--- config.mk ---
export PLATFORM = sky130hd
export DESIGN_NAME = cts_sequencer
export DESIGN_NICKNAME = d
export VERILOG_FILES = /design/src/rtl/cts_pkg.sv /design/src/rtl/cts_bus_phase.sv /design/src/rtl/cts_sequencer.sv
export VERILOG_INCLUDE_DIRS = /design/src /design/src/rtl
export SDC_FILE = /design/constraint.sdc
export NUM_CORES = 1
export LEC_CHECK = 0
export ABC_CLOCK_PERIOD_IN_PS = 14700
export BUFFER_PORTS_ARGS = -buffer_cell sky130_fd_sc_hd__buf_2
export CAP_MARGIN = 20
export CORE_UTILIZATION = 31
export CTS_BUF_LIST = sky130_fd_sc_hd__clkbuf_16
export CTS_CLUSTER_SIZE = 24
export DETAILED_ROUTE_END_ITERATION = 10
export SYNTH_ARGS = -nofsm -noshare
export SYNTH_HDL_FRONTEND = slang
export SYNTH_HIERARCHICAL = 1
export SYNTH_SLANG_ARGS = --single-unit
--- constraint.sdc ---
create_clock -name CLOCK_I -period 14.7 [get_ports CLOCK_I]
set_input_delay 2.94 -clock CLOCK_I [delete_from_list [all_inputs] [get_ports CLOCK_I]]
set_output_delay 2.94 -clock CLOCK_I [all_outputs]
set_load 0.03 [all_outputs]
--- src/rtl/cts_params.svh ---
// timing constants of the instruction timing sequencer
//
// How it works
// - each instruction yields a clock total plus read and write counts
// - flagged classes add the effective address clocks, reads and writes
// - multi-precision figures include operand fetch, store and prefetch
// - register block moves add 8 clocks per register word, 16 long
// - index register size never changes execution time
// - exception figures include stacking, vector and handler fetch
// - interrupt takes at least 72 clocks, 9 reads, 16 writes
// - after reset and halt release, 64 clocks, 12 reads precede execution
`ifndef CTS_PARAMS_SVH
`define CTS_PARAMS_SVH
// ------------------------------------------------------------------
// bus cycle
// ------------------------------------------------------------------
`define CTS_BUS_CLKS      4
`define CTS_WAIT_PHASE    2
// ------------------------------------------------------------------
// per-class figures: clocks, reads, writes
// ------------------------------------------------------------------
`define CTS_NOP_CLK       16'h0008
`define CTS_NOP_RD        8'h02
`define CTS_MM_M2R_CLK    16'h0018
`define CTS_MM_M2R_RD     8'h06
`define CTS_MM_R2M_CLK    16'h0010
`define CTS_MM_R2M_RD     8'h04
`define CTS_MM_CLK_W      16'h0008
`define CTS_MM_CLK_L      16'h0010
`define CTS_MM_XFR_W      8'h02
`define CTS_MM_XFR_L      8'h04
`define CTS_ADDX_B        {16'h0016, 8'h04, 8'h01}
`define CTS_ADDX_W        {16'h0032, 8'h06, 8'h02}
`define CTS_ADDX_L        {16'h003a, 8'h0a, 8'h04}
`define CTS_CMPM_B        {16'h0010, 8'h04, 8'h00}
`define CTS_CMPM_W        {16'h0018, 8'h06, 8'h00}
`define CTS_CMPM_L        {16'h0028, 8'h0a, 8'h00}
`define CTS_BTST_MEM      {16'h0008, 8'h02, 8'h00}
`define CTS_CHK           {16'h0044, 8'h08, 8'h06}
`define CTS_DIV_ZERO      {16'h0042, 8'h08, 8'h06}
`define CTS_TRAP          {16'h003e, 8'h08, 8'h06}
`define CTS_BUS_ERR       {16'h005e, 8'h08, 8'h0e}
`define CTS_INTERRUPT     {16'h0048, 8'h09, 8'h10}
`define CTS_RESET_SEQ     {16'h0040, 8'h0c, 8'h00}
`endif

--- src/rtl/cts_pkg.sv ---
// types and lookup functions of the instruction timing sequencer
`include "cts_params.svh"
package cts_pkg;
    typedef enum logic [3:0] {
        CLS_NOP, CLS_MOVE_MULTIPLE_REGISTERS_M2R, CLS_MOVE_MULTIPLE_REGISTERS_R2M, CLS_ADDX_MEM, CLS_CMPM,
        CLS_BTST_MEM, CLS_CHK, CLS_DIV_ZERO, CLS_TRAP, CLS_BUS_ERR,
        CLS_INTERRUPT, CLS_RESET
    } cts_class_e;
    typedef enum logic [1:0] {SZ_BYTE, SZ_WORD, SZ_LONG} cts_size_e;
    typedef struct packed {
        logic [15:0] clk;
        logic [7:0]  rd;
        logic [7:0]  wr;
    } cts_tim_s;

    // base figures plus per-register and effective address add-ons
    function automatic cts_tim_s cts_timing(
        input cts_class_e c,
        input cts_size_e  sz,
        input logic [4:0] n,
        input logic       idx_long,
        input logic [7:0] ea_clk,
        input logic [7:0] ea_rd,
        input logic [7:0] ea_wr);
        cts_tim_s t;
        logic     ea;
        logic     lng;
        t   = '0;
        ea  = 1'b0;
        lng = (sz == SZ_LONG);
        // idx_long is deliberately not looked at
        case (c)
            CLS_NOP:       t = {`CTS_NOP_CLK, `CTS_NOP_RD, 8'h00};
            CLS_MOVE_MULTIPLE_REGISTERS_M2R:
            begin
                t.clk = `CTS_MM_M2R_CLK + 16'(n)
                      * (lng ? `CTS_MM_CLK_L : `CTS_MM_CLK_W);
                t.rd  = `CTS_MM_M2R_RD + 8'(n)
                      * (lng ? `CTS_MM_XFR_L : `CTS_MM_XFR_W);
            end
            CLS_MOVE_MULTIPLE_REGISTERS_R2M:
            begin
                t.clk = `CTS_MM_R2M_CLK + 16'(n)
                      * (lng ? `CTS_MM_CLK_L : `CTS_MM_CLK_W);
                t.rd  = `CTS_MM_R2M_RD;
                t.wr  = 8'(n) * (lng ? `CTS_MM_XFR_L : `CTS_MM_XFR_W);
            end
            CLS_ADDX_MEM:  t = lng ? `CTS_ADDX_L :
                               (sz == SZ_WORD) ? `CTS_ADDX_W : `CTS_ADDX_B;
            CLS_CMPM:      t = lng ? `CTS_CMPM_L :
                               (sz == SZ_WORD) ? `CTS_CMPM_W : `CTS_CMPM_B;
            CLS_BTST_MEM:
            begin
                t  = `CTS_BTST_MEM;
                ea = 1'b1;
            end
            CLS_CHK:
            begin
                t  = `CTS_CHK;
                ea = 1'b1;
            end
            CLS_DIV_ZERO:
            begin
                t  = `CTS_DIV_ZERO;
                ea = 1'b1;
            end
            CLS_TRAP:      t = `CTS_TRAP;
            CLS_BUS_ERR:   t = `CTS_BUS_ERR;
            CLS_INTERRUPT: t = `CTS_INTERRUPT;
            CLS_RESET:     t = `CTS_RESET_SEQ;
            default:       t = '0;
        endcase
        if (ea)
        begin
            t.clk = t.clk + 16'(ea_clk);
            t.rd  = t.rd + ea_rd;
            t.wr  = t.wr + ea_wr;
        end
        return t;
    endfunction : cts_timing

    // pin level counts once second and third stage agree
    function automatic logic cts_settle(input logic [2:0] sh,
                                        input logic old);
        return (sh[1] == sh[2]) ? sh[2] : old;
    endfunction : cts_settle
endpackage : cts_pkg

--- src/rtl/cts_bus_phase.sv ---
// four-clock bus cycle phase counter with wait insertion
`timescale 1ns/100ps
`include "cts_params.svh"
module cts_bus_phase
    import cts_pkg::*;
(
    input  wire logic clk_i,    // clock
    input  wire logic rst_i,    // async reset, high
    input  wire logic ce_i,     // clock enable
    input  wire logic en_i,     // bus cycles running
    input  wire logic wait_i,   // settled wait request
    output logic      last_o,   // final phase of a bus cycle
    output logic      wait_o    // one wait clock inserted
);
    logic [1:0] ph_reg;
    logic [1:0] ph_next;
    logic [2:0] span_reg;
    logic [2:0] span_next;
    logic       waited_reg;
    logic       waited_next;

    always_comb
    begin
        wait_o      = en_i && ph_reg == 2'(`CTS_WAIT_PHASE) && wait_i;
        last_o      = en_i && ph_reg == 2'(`CTS_BUS_CLKS - 1);
        ph_next     = ph_reg;
        span_next   = span_reg;
        waited_next = waited_reg;
        if (!en_i || last_o)
        begin
            ph_next     = 2'h0;
            span_next   = 3'h0;
            waited_next = 1'b0;
        end
        else if (wait_o)
        begin
            waited_next = 1'b1;
            span_next   = span_reg + 3'h1;
        end
        else
        begin
            ph_next   = ph_reg + 2'h1;
            span_next = span_reg + 3'h1;
        end
    end

    always_ff @(posedge clk_i or posedge rst_i)
    begin
        if (rst_i)
        begin
            ph_reg     <= 2'h0;
            span_reg   <= 3'h0;
            waited_reg <= 1'b0;
        end
        else if (ce_i)
        begin
            ph_reg     <= ph_next;
            span_reg   <= span_next;
            waited_reg <= waited_next;
        end
    end
endmodule : cts_bus_phase

--- src/rtl/cts_sequencer.sv ---
// instruction and exception timing sequencer top
`timescale 1ns/100ps
`include "cts_params.svh"
module cts_sequencer
    import cts_pkg::*;
(
    input  wire logic        CLOCK_I,       // 10 MHz clock
    input  wire logic        RST_I,         // async reset, high
    input  wire logic        CE_I,          // clock enable
    input  wire logic        START_I,       // run one class, pulse
    input  wire logic [3:0]  CLASS_I,       // instruction class
    input  wire logic [1:0]  SIZE_I,        // byte, word, long
    input  wire logic [4:0]  REG_COUNT_I,   // registers moved
    input  wire logic        INDEX_LONG_I,  // index register is long
    input  wire logic [7:0]  EA_CLK_I,      // address calc clocks
    input  wire logic [7:0]  EA_RD_I,       // address calc reads
    input  wire logic [7:0]  EA_WR_I,       // address calc writes
    input  wire logic        RESET_N_I,     // reset pin, low active
    input  wire logic        HALT_N_I,      // halt pin, low active
    input  wire logic        BUS_WAIT_I,    // wait state request pin
    output logic             READY_O,       // executing instructions
    output logic             BUSY_O,        // sequence running
    output logic             DONE_O,        // sequence ended, pulse
    output logic [15:0]      TOTAL_CLK_O,   // clocks incl. waits
    output logic [7:0]       READS_O,       // bus reads
    output logic [7:0]       WRITES_O,      // bus writes
    output logic             BUS_RD_O,      // read cycle running
    output logic             BUS_WR_O       // write cycle running
);
    typedef enum logic [1:0] {ST_IDLE, ST_BUS, ST_INT} cts_state_e;

    // ------------------------------------------------------------------
    // pin synchronisers
    // ------------------------------------------------------------------
    logic [2:0] rst_sh_reg, halt_sh_reg, wait_sh_reg;
    logic [2:0] rst_sh_next, halt_sh_next, wait_sh_next;
    logic       rst_ok_reg, halt_ok_reg, wait_reg;
    logic       rst_ok_next, halt_ok_next, wait_next;

    always_comb
    begin
        rst_sh_next  = {rst_sh_reg[1:0], RESET_N_I};
        halt_sh_next = {halt_sh_reg[1:0], HALT_N_I};
        wait_sh_next = {wait_sh_reg[1:0], BUS_WAIT_I};
        rst_ok_next  = cts_settle(rst_sh_reg, rst_ok_reg);
        halt_ok_next = cts_settle(halt_sh_reg, halt_ok_reg);
        wait_next    = cts_settle(wait_sh_reg, wait_reg);
    end

    always_ff @(posedge CLOCK_I or posedge RST_I)
    begin
        if (RST_I)
        begin
            rst_sh_reg  <= 3'h0;
            halt_sh_reg <= 3'h0;
            wait_sh_reg <= 3'h0;
            rst_ok_reg  <= 1'b0;
            halt_ok_reg <= 1'b0;
            wait_reg    <= 1'b0;
        end
        else if (CE_I)
        begin
            rst_sh_reg  <= rst_sh_next;
            halt_sh_reg <= halt_sh_next;
            wait_sh_reg <= wait_sh_next;
            rst_ok_reg  <= rst_ok_next;
            halt_ok_reg <= halt_ok_next;
            wait_reg    <= wait_next;
        end
    end

    // ------------------------------------------------------------------
    // sequencer
    // ------------------------------------------------------------------
    cts_state_e  state_reg, state_next;
    cts_class_e  cls_reg, cls_next, cls_sel;
    cts_tim_s    tim;
    logic [7:0]  rd_left_reg, rd_left_next, wr_left_reg, wr_left_next;
    logic [15:0] int_left_reg, int_left_next, bus_clks;
    logic [15:0] exp_clk_reg, exp_clk_next, wait_cnt_reg, wait_cnt_next;
    logic [7:0]  exp_rd_reg, exp_rd_next, exp_wr_reg, exp_wr_next;
    logic        pend_reg, pend_next, ready_next, busy_next, done_next;
    logic [15:0] total_next;
    logic [7:0]  reads_next, writes_next;
    logic        bus_rd_next, bus_wr_next;
    logic        launch, accept, finish, bus_last, bus_wait;

    cts_bus_phase u_phase (
        .clk_i  (CLOCK_I),
        .rst_i  (RST_I),
        .ce_i   (CE_I),
        .en_i   (state_reg == ST_BUS),
        .wait_i (wait_reg),
        .last_o (bus_last),
        .wait_o (bus_wait)
    );

    always_comb
    begin
        launch  = pend_reg && rst_ok_reg && halt_ok_reg;
        accept  = state_reg == ST_IDLE && (launch || (START_I && READY_O));
        cls_sel = launch ? CLS_RESET : cts_class_e'(CLASS_I);
        tim     = cts_timing(cls_sel, cts_size_e'(SIZE_I), REG_COUNT_I,
                             INDEX_LONG_I, EA_CLK_I, EA_RD_I, EA_WR_I);
        bus_clks = 16'(`CTS_BUS_CLKS) * (16'(tim.rd) + 16'(tim.wr));
        state_next    = state_reg;
        cls_next      = cls_reg;
        rd_left_next  = rd_left_reg;
        wr_left_next  = wr_left_reg;
        int_left_next = int_left_reg;
        exp_clk_next  = exp_clk_reg;
        exp_rd_next   = exp_rd_reg;
        exp_wr_next   = exp_wr_reg;
        wait_cnt_next = wait_cnt_reg + 16'(bus_wait);
        pend_next     = pend_reg;
        ready_next    = READY_O;
        finish        = 1'b0;
        case (state_reg)
            ST_IDLE:
                if (accept)
                begin
                    cls_next      = cls_sel;
                    exp_clk_next  = tim.clk;
                    exp_rd_next   = tim.rd;
                    exp_wr_next   = tim.wr;
                    rd_left_next  = tim.rd;
                    wr_left_next  = tim.wr;
                    int_left_next = (tim.clk > bus_clks)
                                  ? tim.clk - bus_clks : 16'h0;
                    wait_cnt_next = 16'h0;
                    pend_next     = 1'b0;
                    state_next    = (tim.rd != 8'h0 || tim.wr != 8'h0)
                                  ? ST_BUS : ST_INT;
                end
            ST_BUS:
                if (bus_last)
                begin
                    if (rd_left_reg != 8'h0)
                        rd_left_next = rd_left_reg - 8'h1;
                    else
                        wr_left_next = wr_left_reg - 8'h1;
                    if (16'(rd_left_reg) + 16'(wr_left_reg) == 16'h1)
                    begin
                        finish     = int_left_reg == 16'h0;
                        state_next = finish ? ST_IDLE : ST_INT;
                    end
                end
            ST_INT:
            begin
                int_left_next = int_left_reg - 16'h1;
                if (int_left_reg <= 16'h1)
                begin
                    finish     = 1'b1;
                    state_next = ST_IDLE;
                end
            end
            default: state_next = ST_IDLE;
        endcase
        if (finish && cls_reg == CLS_RESET)
            ready_next = 1'b1;
        if (!rst_ok_reg)
        begin
            state_next = ST_IDLE;
            pend_next  = 1'b1;
            ready_next = 1'b0;
            finish     = 1'b0;
        end
        done_next   = finish;
        total_next  = finish ? exp_clk_reg + wait_cnt_reg : TOTAL_CLK_O;
        reads_next  = finish ? exp_rd_reg : READS_O;
        writes_next = finish ? exp_wr_reg : WRITES_O;
        busy_next   = state_next != ST_IDLE;
        bus_rd_next = state_next == ST_BUS && rd_left_next != 8'h0;
        bus_wr_next = state_next == ST_BUS && rd_left_next == 8'h0;
    end

    always_ff @(posedge CLOCK_I or posedge RST_I)
    begin
        if (RST_I)
        begin
            state_reg    <= ST_IDLE;
            cls_reg      <= CLS_NOP;
            rd_left_reg  <= 8'h0;
            wr_left_reg  <= 8'h0;
            int_left_reg <= 16'h0;
            exp_clk_reg  <= 16'h0;
            exp_rd_reg   <= 8'h0;
            exp_wr_reg   <= 8'h0;
            wait_cnt_reg <= 16'h0;
            pend_reg     <= 1'b1;
            READY_O      <= 1'b0;
            BUSY_O       <= 1'b0;
            DONE_O       <= 1'b0;
            TOTAL_CLK_O  <= 16'h0;
            READS_O      <= 8'h0;
            WRITES_O     <= 8'h0;
            BUS_RD_O     <= 1'b0;
            BUS_WR_O     <= 1'b0;
        end
        else if (CE_I)
        begin
            state_reg    <= state_next;
            cls_reg      <= cls_next;
            rd_left_reg  <= rd_left_next;
            wr_left_reg  <= wr_left_next;
            int_left_reg <= int_left_next;
            exp_clk_reg  <= exp_clk_next;
            exp_rd_reg   <= exp_rd_next;
            exp_wr_reg   <= exp_wr_next;
            wait_cnt_reg <= wait_cnt_next;
            pend_reg     <= pend_next;
            READY_O      <= ready_next;
            BUSY_O       <= busy_next;
            DONE_O       <= done_next;
            TOTAL_CLK_O  <= total_next;
            READS_O      <= reads_next;
            WRITES_O     <= writes_next;
            BUS_RD_O     <= bus_rd_next;
            BUS_WR_O     <= bus_wr_next;
        end
    end

    // ------------------------------------------------------------------
    // checks
    // ------------------------------------------------------------------
    logic [15:0] rd_cyc_reg, wr_cyc_reg;
    always_ff @(posedge CLOCK_I or posedge RST_I)
    begin
        if (RST_I)
        begin
            rd_cyc_reg <= 16'h0;
            wr_cyc_reg <= 16'h0;
        end
        else if (CE_I)
        begin
            rd_cyc_reg <= accept ? 16'h0 : rd_cyc_reg + 16'(BUS_RD_O);
            wr_cyc_reg <= accept ? 16'h0 : wr_cyc_reg + 16'(BUS_WR_O);
        end
    end
endmodule : cts_sequencer

; Word level (Yosys, flattened, before mapping)
; Index checks and enable logic that the tools add are counted.
[totals]
inputBits = 43
register_bits = 138
[classes]
muxes = 44
multipliers = 2
order_cmp = 2
reduce_logical = 38
addsub = 15
n_eq_ne = 30
[op_table]
columns = operator, count
row1 = case mux 24 bit (11 select lines), 1
row2 = two-way mux 22 bit, 3
row3 = two-way mux 16 bit, 4
row4 = two-way mux 8 bit, 6
row5 = case mux 8 bit (6 select lines), 1
row6 = two-way mux 32 bit, 1
row7 = case mux 16 bit (2 select lines), 1
row8 = case mux 8 bit (2 select lines), 2
row9 = nonzero test 8 bit, 4
row10 = equality test 4 bit (second input constant), 5
row11 = two-way mux 20 bit, 1
row12 = adder 8 x 8 -> 9 bit, 2
row13 = two-way mux 2 bit, 9
row14 = adder 16 x 1 -> 16 bit, 1
row15 = adder 16 bit, 1
row16 = adder 16 x 8 -> 16 bit, 1
row17 = adder 5 x 16 -> 16 bit (first input constant), 1
row18 = adder 8 bit, 2
row19 = equality test 4 x 3 -> 1 bit (second input constant), 4
row20 = > comparator 16 x 11 -> 1 bit, 1
row21 = <= comparator 16 x 1 -> 1 bit (second input constant), 1
row22 = logical NOT 16 bit, 1
row23 = subtractor 16 x 1 -> 16 bit (second input constant), 1
row24 = subtractor 16 x 11 -> 16 bit, 1
row25 = other kinds (32), 76

; Longest topological paths before layout
[logic_depth]
depth_word = 16
mapped_depth = 28

; By module
; The synthesis kept the hierarchy.
[modules_own_cells]
columns = module, instances, seq_area_each_um2, cells_per_inst, area_per_inst_um2
row1 = cts_sequencer, 1, 3304.4, 1157, 10014.6
row2 = cts_bus_phase, 1, 50.0, 14, 143.9

; Worst setup path after synthesis
; Ideal clock, no wire load.
[synth_timing]
path_type = input to register
start = in SIZE_I[0]
end = reg int_left_reg[13]
cell_stages = 25
setup_slack_ps = 6410
arrival_ps = 8166
required_ps = 14576
setup_ps = 124
path_cell_list = inv_1 > ha_1 > buf_2 > mux2_2 > fa_1 > buf_2 > or2_2 > o221ai_1 > nor2_1 > ha_1 > nand3_1 > o2111ai_1 > xnor2_1 > o22ai_1 > ha_1 > a21oi_1 > o31ai_1 > xnor2_1 > ha_1 > or2_2 > a21oi_1 > a211oi_1 > o211ai_1 > nor3_1 > a211o_1
[synth_between]
elab_chain_len = 12
[synth_rtl]
columns = item, line
row1 = "start, declared", cts_sequencer.sv:12  ; input wire logic [1:0] SIZE_I,
row2 = equality test 2 bit, cts_pkg.sv:30  ; lng = (sz == SZ_LONG);
row3 = two-way mux 3 bit (no source line), -
row4 = multiplier 5 x 3 -> 8 bit, "cts_pkg.sv:38, cts_pkg.sv:46"
row5 = adder 3 x 8 -> 8 bit (no source line), -
row6 = case mux 24 bit (11 select lines), cts_pkg.sv:32  ; case (c)
row7 = adder 8 bit, cts_pkg.sv:76  ; t.rd = t.rd + ea_rd;
row8 = two-way mux 32 bit (*), cts_pkg.sv:73  ; if (ea)
row9 = adder 8 x 8 -> 9 bit, cts_sequencer.sv:105  ; bus_clks = 16'(`CTS_BUS_CLKS) * (16'(tim.rd) + 16'(tim.wr));
row10 = subtractor 16 x 11 -> 16 bit / > comparator 16 x 11 -> 1 bit (equally long branches), "cts_sequencer.sv:129, cts_sequencer.sv:128"
row11 = two-way mux 16 bit (*), cts_sequencer.sv:129  ; ? tim.clk - bus_clks : 16'h0;
row12 = two-way mux 16 bit (*), cts_sequencer.sv:120  ; if (accept)
row13 = case mux 16 bit (2 select lines) (*), cts_sequencer.sv:118  ; case (state_reg)
row14 = "end signal, assigned", cts_sequencer.sv:206  ; int_left_reg <= int_left_next;
row15 = "end, declared", cts_sequencer.sv:79  ; logic [15:0] int_left_reg, int_left_next, bus_clks;
; Mark *: on every way between the ends. The rest lies on a longest branch, timed or not. The select of a mux whose other input is x is not followed.
; A chain may end at the register's enable or synchronous reset.

==> results.md <==
* TritonCTS Sinks at 134
* Cell Area, Synth at 10,200 um^2
* Skew final at 0.0106 ns
* Final min period at 9.28 ns
* Final Cycle Share at 63.2%
* Fmax achieved at 108 MHz
* Status: finished, final reports clean
* Placed cell area at 11,000 um^2
* Final ANT Viol Nets at 0
* Post-Route WL at 27,900 um
* Synthesized flop and latch total at 134
* P per Cell Area at 155 nW/um^2
* GRT busiest layer: met2
* Hold crit path type: reg -> reg
* Fraction of layout cells with a size suffix above 1 at 14.9%
* Antenna Diode Count at 0
* Die Y at 183 um
* Avg Inst Size Synth at 8.68 um^2
* Nets at 1,368
* IO buf count at 78
* GRT overflow at 0
* Fin. Hold Viols at 0
* Buf/Inv on CP at 3
* Total global-route track usage at 17.1%
* CP arrival at 9.59 ns
* Critical path depth at 24
* Clk slew on worst S/H paths at 0.06 ns
* GR Util met1 at 22.3%
* Setup Viol. Count Final at 0
* DR pass1 iterations at 7
* Vias after detailed routing at 8,966
* Die Width at 183 um
* Crit-path leading delay family: compound AO/OA/AOI/OAI gates
* Worst slew margin at 34.9%
* Clk Latency, worst-skew pair at 0.43 ns
* Hold Buf Count CTS at 0
* H-tree Lvls at 4
* Number of global-route vias before repair at 8,507
* Starting Density at 31.9%
* CTS max path bufs at 2
* Peak VDD IR at 0.0952 mV
* Ys async rst share at 100%
* Overall die area at 33,500 um^2
* CTS root buffer: clkbuf_16
* Slowest CP cell: fa_1
* Worst stage delay on the critical path at 0.64 ns
* # resized after CTS at 0
* Worst slew pin tran at 0.973 ns
* EDFF count, synth at 0
* Hold Path Depth at 2
* DRC Markers at 0
* Core Region at 31,900 um^2
* DR vias/cell at 5.33
* Final instance area at 11,500 um^2
* Critical path startpoint category: input port
* CP required at 15.01 ns
* RSZ-0062 raised after global routing: false
* IO Count at 80
* Lkg Pwr at 0.00529 uW
* M3 GR Usage at 3.44%
* MaxCap Viol Count at 0
* DP HPWL at 20,900 um
* Placer Congestion at 0.892
* CP Capture Type: flop
* Critical Path Most Common Cell: ha_1
* R2R setup slack at 8.83 ns
* Critical path class: in -> reg
* Initial drt markers at 633
* Most common flop cell mapped by yosys: dfrtp_1
* CP max FO at 16
* Setup TNS at 0 ns
* WL/cell at 16.6 um
* M2 GR Usage at 28.2%
* CTS tree: yes
* Initial antenna violation count at 0
* Synth cell types at 95
* Global-route wire length before repair at 45,300 um
* Area Growth Syn to Fin at 13.5%
* Rows at 65
* Sequential area share after synthesis at 33.0%
* Setup Buffers After CTS at 0
* Yosys warns at 6
* CTS buffer count at 17
* Pin count of the biggest net entering global routing at 68
* Final Slew Violations at 0
* R2R depth at 19
* Mapped Cells at 1,171
* Worst-path cell chain: buf_2, inv_1, ha_1, mux2_2, fa_1, or2_2, o221ai_1, nor2_1, ha_1, o21ai_0, nor2_1, o32ai_1, nand2_1, inv_1, xnor2_1, o31ai_1, xnor2_1, ha_1, or2_2, a21oi_1, a211oi_1, o211ai_1, nor3_1, a211o_1
cells in the mapped netlist (all sizes together), types with 11 or more instances:
library cell / count / area (um^2)
o21ai: 103 / 516
nor2b: 16 / 100
fa: 11 / 220
nand4: 11 / 75.1
inv: 67 / 251
nand2b: 15 / 93.8
clkbuf: 30 / 113
nor2: 65 / 246
nand3: 39 / 200
xnor2: 30 / 263
a21o: 19 / 151
dfrtp: 133 / 3330
o31ai: 11 / 82.6
and2: 11 / 70.1
ha: 81 / 1010
xor2: 24 / 210
buf: 16 / 93.8
nand2: 146 / 551
mux2: 34 / 383
nor3: 28 / 140
o211ai: 13 / 97.6
a21oi: 86 / 430
per-layer routing:
metal	wire length, um	vias to the layer above	share of wire (%)
met5	0	-	0
met4	842	0	3.0
met3	1410	53	5.0
met2	13200	257	47
met1	12500	4301	45
li1	-	4355	-
report_power, final:
group          switching [uW]  internal [uW]  leakage [uW]
combinational             510            324       0.00325
sequential               88.2            463       0.00177
clock                     172            233      0.000265
total                     771           1020       0.00529
placed cells by master, fill, tap and decap left out, types with 7 or more instances in the layout:
cell type	count
nand2_1	144
mux2_2	33
o31ai_1	11
dfrtp_1	133
nand3_1	38
nor3_1	28
o21ai_0	95
conb_1	7
clkbuf_16	17
nand4_1	10
inv_1	66
xor2_1	24
a21oi_1	86
and2_1	9
a31oi_1	7
nand3b_1	8
a21o_1	17
xnor2_1	30
or3_1	8
ha_1	81
nor2_1	63
o21ai_1	8
nor3b_1	8
o21a_1	7
buf_2	78
o22ai_1	8
o211ai_1	13
fa_1	11
nand2b_1	15
nor2b_1	16
kinds of logic after synthesis:
group,synth area share (%)
AND/OR/NAND/NOR,20.2
AO/OA/AOI/OAI,21.0
flip-flops,33.0
buffers and inverters,4.54
adder cells (fa/ha/maj),12.1
XOR/XNOR,4.66
multiplexers,4.36
other,0.0739
final timing paths:
kind                                        startpoint                            end
setup reg to reg                rst_ok_reg$_DFFE_PP0P_   int_left_reg[15]$_DFFE_PP0P_
hold reg to reg            TOTAL_CLK_O[14]$_DFFE_PP0P_    TOTAL_CLK_O[14]$_DFFE_PP0P_
setup / recovery                             SIZE_I[0]   int_left_reg[15]$_DFFE_PP0P_
hold / removal             TOTAL_CLK_O[14]$_DFFE_PP0P_    TOTAL_CLK_O[14]$_DFFE_PP0P_
min in group asynchronous                        RST_I  u_phase/ph_reg[0]$_DFFE_PP0P_
max in group asynchronous                        RST_I         cls_reg[1]$_DFFE_PP0P_
metrics by stage:
stage / util [%] / hold slack (ns) / setup WS [ns] / cells / power, uW
4_1_cts: 36.1 / 0.477 / 5.50 / 1679 / 1790
5_1_grt: 36.2 / 0.504 / 5.03 / 1681 / 1930
6_report: 36.2 / 0.471 / 5.42 / 1681 / 1790
3_5_place_dp: 34.3 / 0.463 / 5.06 / 1647 / 1380
3_3_place_gp: 34.3 / 0.460 / 5.16 / 1647 / 1370
2_1_floorplan: - / 0.442 / 6.41 / 1176 / 1160
tightest hold or removal path, delay by kind of cell (launching register included):
kind	cells	cell delay, ns
AOI/OAI and AO/OA	1	0.05
DFF	1	0.34
and+or+nand+nor	1	0.04
final cells by class:
type | instances | area [um^2]
clock inverter | 15 | 128
tap | 435 | 544
clock buffer | 17 | 425
multi-input combinational | 928 | 6370
inverter | 68 | 260
sequential | 134 | 3350
timing repair buffer | 84 | 448
fill | 3322 | 20300
Note: power is estimated with default switching activity, not from simulation.
